`src/rtl/cda_pkg.sv`:
```
// shared constants for the complement and decimal adjust alu block
package cda_pkg;

	// ***********************************************************
	// register map, byte addresses on the register bus
	// ***********************************************************
	localparam int        ADDR_W     = 8;
	localparam int        DATA_W     = 32;
	localparam [7:0]      OFS_ACC    = 8'h00;
	localparam [7:0]      OFS_FLAGS  = 8'h04;
	localparam [7:0]      OFS_MADDR  = 8'h08;
	localparam [7:0]      OFS_MDATA  = 8'h0c;
	localparam [7:0]      OFS_CMD    = 8'h10;
	localparam [7:0]      OFS_WDT    = 8'h14;

	// ***********************************************************
	// flag register field positions and reset values
	// ***********************************************************
	localparam int        FLAGS_W    = 5;
	localparam int        FLG_Z      = 0;
	localparam int        FLG_C      = 1;
	localparam int        FLG_AC     = 2;
	localparam int        FLG_TO     = 3;
	localparam int        FLG_PDF    = 4;
	localparam [4:0]      FLAGS_RST  = 5'h00;
	localparam [7:0]      ACC_RST    = 8'h00;
	localparam [7:0]      MEM_RST    = 8'h00;

	// ***********************************************************
	// command codes written to the command register
	// ***********************************************************
	localparam int        CMD_W          = 3;
	localparam [2:0]      CMD_INV_MEM    = 3'h1;
	localparam [2:0]      CMD_INV_ACC    = 3'h2;
	localparam [2:0]      CMD_DEC_ADJ    = 3'h3;
	localparam [2:0]      CMD_WD_CLR     = 3'h4;
	localparam [2:0]      CMD_ADD        = 3'h5;
	localparam [2:0]      CMD_HALT       = 3'h6;

	// ***********************************************************
	// decimal adjust constants
	// ***********************************************************
	localparam [3:0]      BCD_MAX    = 4'h9;
	localparam [3:0]      BCD_FIX    = 4'h6;
	localparam [3:0]      NIB_ZERO   = 4'h0;

endpackage

```
`src/rtl/cda_alu.sv`:
```
// complement and decimal adjust alu slice with apb register access
`timescale 1ns/100ps
// Function
// - invert memory op writes inverted byte back, zero flag from result
// - invert to accumulator op loads inverted byte, memory kept, zero flag
// - decimal adjust adds six to low nibble if above nine or half carry
// - decimal adjust adds six to high nibble if above nine or carry
// - adjust result is accumulator plus 00, 06, 60 or 66, into memory
// - decimal adjust touches only carry, which flags decimal overflow
// - watchdog clear resets counter and powerdown flag, and timeout unless the counter is all ones
module cda_alu #(
	parameter int MEM_DEPTH = 16,
	parameter int WDT_W     = 16
) (
	input  wire logic                       CLK,
	input  wire logic                       RST,
	input  wire logic                       CLK_EN,
	input  wire logic                       PSEL,
	input  wire logic                       PENABLE,
	input  wire logic                       PWRITE,
	input  wire logic [cda_pkg::ADDR_W-1:0] PADDR,
	input  wire logic [cda_pkg::DATA_W-1:0] PWDATA,
	output logic      [cda_pkg::DATA_W-1:0] PRDATA,
	output logic                            PREADY,
	output logic                            PSLVERR
);
	import cda_pkg::*;

	localparam int MA_W = $clog2(MEM_DEPTH);

	logic [7:0]         mem_q [MEM_DEPTH];
	logic [7:0]         acc_reg;
	logic [7:0]         acc_next;
	logic [FLAGS_W-1:0] flags_reg;
	logic [FLAGS_W-1:0] flags_next;
	logic [MA_W-1:0]    maddr_reg;
	logic [WDT_W-1:0]   wdt_reg;
	logic [DATA_W-1:0]  prdata_reg;
	logic               cap_reg;

	// ***********************************************************
	// bus decode
	// ***********************************************************
	// ready only after a captured setup, so read data is never stale
	wire pready_w  = CLK_EN & cap_reg;
	wire acc_phase = PSEL & PENABLE;
	wire wr_fire   = acc_phase & PWRITE & pready_w;
	wire hit_acc   = (PADDR == OFS_ACC);
	wire hit_flags = (PADDR == OFS_FLAGS);
	wire hit_maddr = (PADDR == OFS_MADDR);
	wire hit_mdata = (PADDR == OFS_MDATA);
	wire hit_cmd   = (PADDR == OFS_CMD);
	wire hit_wdt   = (PADDR == OFS_WDT);
	wire hit_any   = hit_acc | hit_flags | hit_maddr | hit_mdata
		| hit_cmd | hit_wdt;

	// command strobes, one per accepted write to the command register
	wire             cmd_fire   = wr_fire & hit_cmd;
	wire [CMD_W-1:0] cmd        = PWDATA[CMD_W-1:0];
	wire             exec_cpl   = cmd_fire & (cmd == CMD_INV_MEM);
	wire             exec_invert_to_accumulator_op  = cmd_fire & (cmd == CMD_INV_ACC);
	wire             exec_daa   = cmd_fire & (cmd == CMD_DEC_ADJ);
	wire             exec_clr   = cmd_fire & (cmd == CMD_WD_CLR);
	wire             exec_add   = cmd_fire & (cmd == CMD_ADD);
	wire             exec_halt  = cmd_fire & (cmd == CMD_HALT);

	// ***********************************************************
	// datapath
	// ***********************************************************
	wire [7:0] mem_rd  = mem_q[maddr_reg];
	wire [7:0] cpl_res = ~mem_rd;
	wire       c_flag  = flags_reg[FLG_C];
	wire       ac_flag = flags_reg[FLG_AC];
	wire       lo_fix  = (acc_reg[3:0] > BCD_MAX) | ac_flag;
	wire       hi_fix  = (acc_reg[7:4] > BCD_MAX) | c_flag;
	wire [7:0] daa_corr = {hi_fix ? BCD_FIX : NIB_ZERO,
		lo_fix ? BCD_FIX : NIB_ZERO};
	wire [8:0] daa_sum  = {1'b0, acc_reg} + {1'b0, daa_corr};
	wire [8:0] add_sum  = {1'b0, acc_reg} + {1'b0, mem_rd};
	wire [4:0] add_half = {1'b0, acc_reg[3:0]} + {1'b0, mem_rd[3:0]};
	wire       wdt_ovf  = &wdt_reg;

	// memory write port: bus data, complement or adjust result
	wire       mem_we = exec_cpl | exec_daa | (wr_fire & hit_mdata);
	wire [7:0] mem_wd = exec_cpl ? cpl_res
		: exec_daa ? daa_sum[7:0] : PWDATA[7:0];

	// ***********************************************************
	// accumulator and flag next state
	// ***********************************************************
	// later assignments win; the timeout set stays last so it beats clears
	always_comb begin
		acc_next   = acc_reg;
		flags_next = flags_reg;
		if (wr_fire & hit_acc) begin
			acc_next = PWDATA[7:0];
		end
		if (wr_fire & hit_flags) begin
			flags_next = PWDATA[FLAGS_W-1:0];
		end
		if (exec_cpl) begin
			flags_next[FLG_Z] = (cpl_res == 8'h00);
		end
		if (exec_invert_to_accumulator_op) begin
			acc_next          = cpl_res;
			flags_next[FLG_Z] = (cpl_res == 8'h00);
		end
		if (exec_daa) begin
			flags_next[FLG_C] = hi_fix | daa_sum[8];
		end
		if (exec_add) begin
			acc_next           = add_sum[7:0];
			flags_next[FLG_C]  = add_sum[8];
			flags_next[FLG_AC] = add_half[4];
			flags_next[FLG_Z]  = (add_sum[7:0] == 8'h00);
		end
		if (exec_clr) begin
			flags_next[FLG_TO]  = 1'b0;
			flags_next[FLG_PDF] = 1'b0;
		end
		if (exec_halt) begin
			flags_next[FLG_PDF] = 1'b1;
		end
		if (wdt_ovf) begin
			flags_next[FLG_TO] = 1'b1;
		end
	end

	// ***********************************************************
	// state registers
	// ***********************************************************
	// core registers, frozen while the clock enable is low
	always_ff @(posedge CLK) begin
		if (RST) begin
			acc_reg   <= ACC_RST;
			flags_reg <= FLAGS_RST;
			maddr_reg <= '0;
		end else if (CLK_EN) begin
			acc_reg   <= acc_next;
			flags_reg <= flags_next;
			if (wr_fire & hit_maddr) begin
				maddr_reg <= PWDATA[MA_W-1:0];
			end
		end
	end

	// watchdog counter free runs and wraps
	always_ff @(posedge CLK) begin
		if (RST) begin
			wdt_reg <= '0;
		end else if (CLK_EN) begin
			if (exec_clr) begin
				wdt_reg <= '0;
			end else begin
				wdt_reg <= wdt_reg + 1'b1;
			end
		end
	end

	// data memory, one flip-flop byte per entry
	for (genvar i = 0; i < MEM_DEPTH; i++) begin : g_mem
		always_ff @(posedge CLK) begin
			if (RST) begin
				mem_q[i] <= MEM_RST;
			end else if (CLK_EN & mem_we & (maddr_reg == MA_W'(i))) begin
				mem_q[i] <= mem_wd;
			end
		end
	end

	// ***********************************************************
	// bus answer
	// ***********************************************************
	wire [DATA_W-1:0] rd_val = hit_acc ? DATA_W'(acc_reg)
		: hit_flags ? DATA_W'(flags_reg)
		: hit_maddr ? DATA_W'(maddr_reg)
		: hit_mdata ? DATA_W'(mem_rd)
		: hit_wdt ? DATA_W'(wdt_reg) : '0;

	// read data captured each enabled edge of a transfer
	always_ff @(posedge CLK) begin
		if (RST) begin
			prdata_reg <= '0;
			cap_reg    <= 1'b0;
		end else if (CLK_EN) begin
			cap_reg <= PSEL & ~(acc_phase & pready_w);
			if (PSEL) begin
				prdata_reg <= rd_val;
			end
		end
	end

	assign PRDATA  = prdata_reg;
	assign PREADY  = pready_w;
	assign PSLVERR = acc_phase & pready_w & ~hit_any;
endmodule

```
`config.mk`:
```
export PLATFORM = sky130hd
export DESIGN_NAME = cda_alu
export DESIGN_NICKNAME = d
export VERILOG_FILES = /design/src/rtl/cda_pkg.sv /design/src/rtl/cda_alu.sv
export SDC_FILE = /design/constraint.sdc
export NUM_CORES = 1
export LEC_CHECK = 0
export BUFFER_PORTS_ARGS = -buffer_cell sky130_fd_sc_hd__buf_4
export CAP_MARGIN = 15
export CORE_MARGIN = 5
export CORE_UTILIZATION = 46
export CTS_CLUSTER_DIAMETER = 100
export CTS_CLUSTER_SIZE = 10
export DETAILED_ROUTE_END_ITERATION = 6
export PLACE_DENSITY = 0.75
export SYNTH_ARGS = -nofsm -noshare
export SYNTH_HDL_FRONTEND = slang
export SYNTH_SLANG_ARGS = --single-unit
```
`constraint.sdc`:
```
create_clock -name CLK -period 3.7 [get_ports CLK]
set_input_delay 0.555 -clock CLK [delete_from_list [all_inputs] [get_ports CLK]]
set_output_delay 0.555 -clock CLK [all_outputs]
set_load 0.005 [all_outputs]
```
==> results.tsv <==
metric	value	unit
H-tree depth	4	
Max FO, Critical Path	7	
Worst EP arrival	3.94	ns
Setup Skew	0.0105	ns
die area	23500	sq um
ant diodes	0	
initial antenna violation count	0	
Post-CTS Hold Buffers	0	
Min Hold Slack	0.439	ns
Max clock buf depth	2	
Max-cap violations	0	
synthesized area	9430	sq um
hold path depth	3	
Power, Total	0.00435	W
R2R depth	11	
switching fraction of total power	0.235	
maximum operating frequency	281	MHz
CTS tree	built	
starting DRC count in detailed routing	433	
async set-reset flop share out of synthesis	0	
Yosys top cell area share	0.408	
largest net degree at the start of global routing	56	
syn_area_per_cell	11.3	sq um
vias in the first global route	6434	
Root Driver	clkbuf_16	
Tightest Pin Transition	0.823	ns
PD cells	412	nW/um^2
Syn-to-layout area delta	12.0	%
final setup vio count	0	
chip height	153	um
clock slew at reported path FFs	0.07	ns
Worst Path Required	4.08	ns
Total Routed Length	22400	um
Yosys reg bits	182	
max_slew headroom	0.451	
Starting Density	0.466	
Seq/Total Area, Yosys	0.522	
min-delay src	CLK_EN	
area leader, netlist	edfxtp_1	
minimum clock period	3.56	ns
Worst R2R End	flags_reg[0]	
Static Leak	3.99	nW
via count	6561	
final hold viol count	0	
status	finished, final reports clean	
Worst setup SP type	register	
Psw	0.00103	W
main area contributors after synthesis	edfxtp_1 (41%), dfxtp_1 (11%), nor2_1 (6.3%)	
drt via density	5.70	
Total GRT Usage	0.190	
synth warn	0	
grt total ovfl	0	
max FFs per register	128	
I/O Buffers	39	
DR WL/cell	19.5	um
RSZ-0062 raised after global routing	false	
Hold Path Class	input pin to register	
TNS Setup	0	ns
Layout Nets	929	
hold path endpoint	wdt_reg[0]	
fin crit share	0.963	
Gate power share	0.053	
TritonCTS Buffers	17	
Core Footprint	20200	sq um
detailed placer's ending HPWL	15600	um
RD Place Congestion	0.931	
Int Power	0.00333	W
first-pass GRT wire length	34900	um
DRC	0	
Num Clock Sinks	182	
kind of critical path	register to register	
post-synth cell types	74	
Final ANT Viol Nets	0	
die width	153	um
number of synthesized flops with an enable pin	128	
final core occ	0.522	
Post-Syn Instances	832	
Max VDD drop	252	uV
top-level I/O count	80	
Clock power frac	0.431	
reg2reg setup slack	0.14	ns
Max Slew Vio Count	0	
# rows	52	
layout cells sized above 1	0.187	
CP Capture Type	register	
Skew-Pair Late Insertion Delay	0.44	ns
Reg power frac	0.516	
drt pass-1 iters	5	
Primary FF master, synth	edfxtp_1	
==> per-stage QoR <==
stage | setup WS (ns) | std cells | cell area [sq um]
2_1_floorplan | 0.486 | 847 | 9490
3_5_place_dp | 0.0301 | 1119 | 9940
3_3_place_gp | 0.104 | 1119 | 9940
5_1_grt | 0.0141 | 1151 | 10600
6_report | 0.137 | 1151 | 10600
4_1_cts | 0.0583 | 1151 | 10500
==> layer usage <==
layer | GRT usage | vias to the layer above | wire [um]
met5 | 0 | - | 0
met4 | 0.0670 | 0 | 565
met3 | 0.0421 | 36 | 1460
met2 | 0.320 | 232 | 11200
met1 | 0.241 | 3189 | 9160
li1 | - | 3104 | -
==> synthesized netlist by cell type (all sizes together) (6+ instances only) <==
| cell | n |
|---|---|
| a21o | 13 |
| a21oi | 38 |
| a22oi | 11 |
| a311oi | 7 |
| a31o | 9 |
| and2 | 6 |
| and3 | 6 |
| buf | 38 |
| clkbuf | 24 |
| dfxtp | 54 |
| edfxtp | 128 |
| ha | 13 |
| inv | 21 |
| mux2i | 23 |
| mux4 | 34 |
| nand2 | 58 |
| nand3 | 32 |
| nand4 | 12 |
| nor2 | 175 |
| nor2b | 7 |
| nor3 | 17 |
| nor4 | 7 |
| o211ai | 6 |
| o21ai | 18 |
| xnor2 | 11 |
| xor2 | 11 |
==> cell usage in the layout, fill, tap and decap left out, types with 9 or more instances in the layout <==
cell,Yosys,layout
a22oi_1,9,9
nor2_1,159,159
a21oi_1,37,37
edfxtp_1,128,128
conb_1,1,16
nand4_1,11,11
dfxtp_1,54,53
mux4_2,17,17
mux4_1,17,17
xnor2_1,11,11
nand3_1,32,32
nor3_1,17,17
clkbuf_16,0,17
xor2_1,11,11
ha_1,13,13
buf_4,16,62
mux2i_1,21,21
nand2_1,57,57
o21ai_0,17,17
nor2_2,13,13
inv_1,21,21
a21o_1,12,12
==> cell type report <==
type,instances,area [sq um]
clock buffers,17,425
clock inverters,15,178
fillers,1719,9670
inverters,21,78.8
multi-input cells,582,4120
flip-flops and latches,182,4930
well taps,270,338
repair buffers,64,497
==> cell families (layout without fill, tap and decap cells) <==
kind of cell | after synthesis | in the layout | share of synthesized area
adder cells (fa/ha/maj) | 15 | 15 | 0.0215
AO/OA/AOI/OAI | 128 | 128 | 0.0954
flip-flops | 182 | 182 | 0.522
other | 1 | 16 | 0.000398
XOR/XNOR | 22 | 22 | 0.0204
buffers and inverters | 83 | 117 | 0.0493
multiplexers | 58 | 58 | 0.116
AND/OR/NAND/NOR | 343 | 343 | 0.175
==> worst max-delay path, stage by stage (launching register included) <==
cell	delay [ns]
dfxtp_2	0.46
mux4_1	0.63
mux4_2	0.54
ha_1	0.25
inv_1	0.08
fa_1	0.21
nor2b_1	0.08
o21ai_0	0.23
nand3_1	0.15
a2111oi_2	0.42
nor4b_2	0.30
o31a_1	0.15
==> worst max-delay path by stage <==
stage,from,to,slack [ns],depth (start not counted)
2_1_floorplan,register,flags_reg[0],0.49,13
3_3_place_gp,register,flags_reg[0],0.10,11
3_5_place_dp,register,flags_reg[0],0.03,11
4_1_cts,register,flags_reg[0],0.06,11
5_1_grt,register,flags_reg[0],0.01,11
6_report,register,flags_reg[0],0.14,11
==> power groups by stage <==
stage / Clock, W / Sequential (W) / Combinational [W]
final: 0.00188 / 0.00225 / 0.000233
after global routing: 0.00198 / 0.00225 / 0.000251
after CTS: 0.00189 / 0.00225 / 0.000232
after detailed placement: 0 / 0.00229 / 0.000231
after global placement: 0 / 0.00229 / 0.000228
after floorplan: 0 / 0.00228 / 0.000161
==> timing repair <==
action,CTS,global route
gates resized for setup,1,4
buffers inserted,0,0
setup endpoints to repair,1,1
gates cloned,0,0
endpoints found under the hold margin,0,0
(Power assumes the default switching activity.)
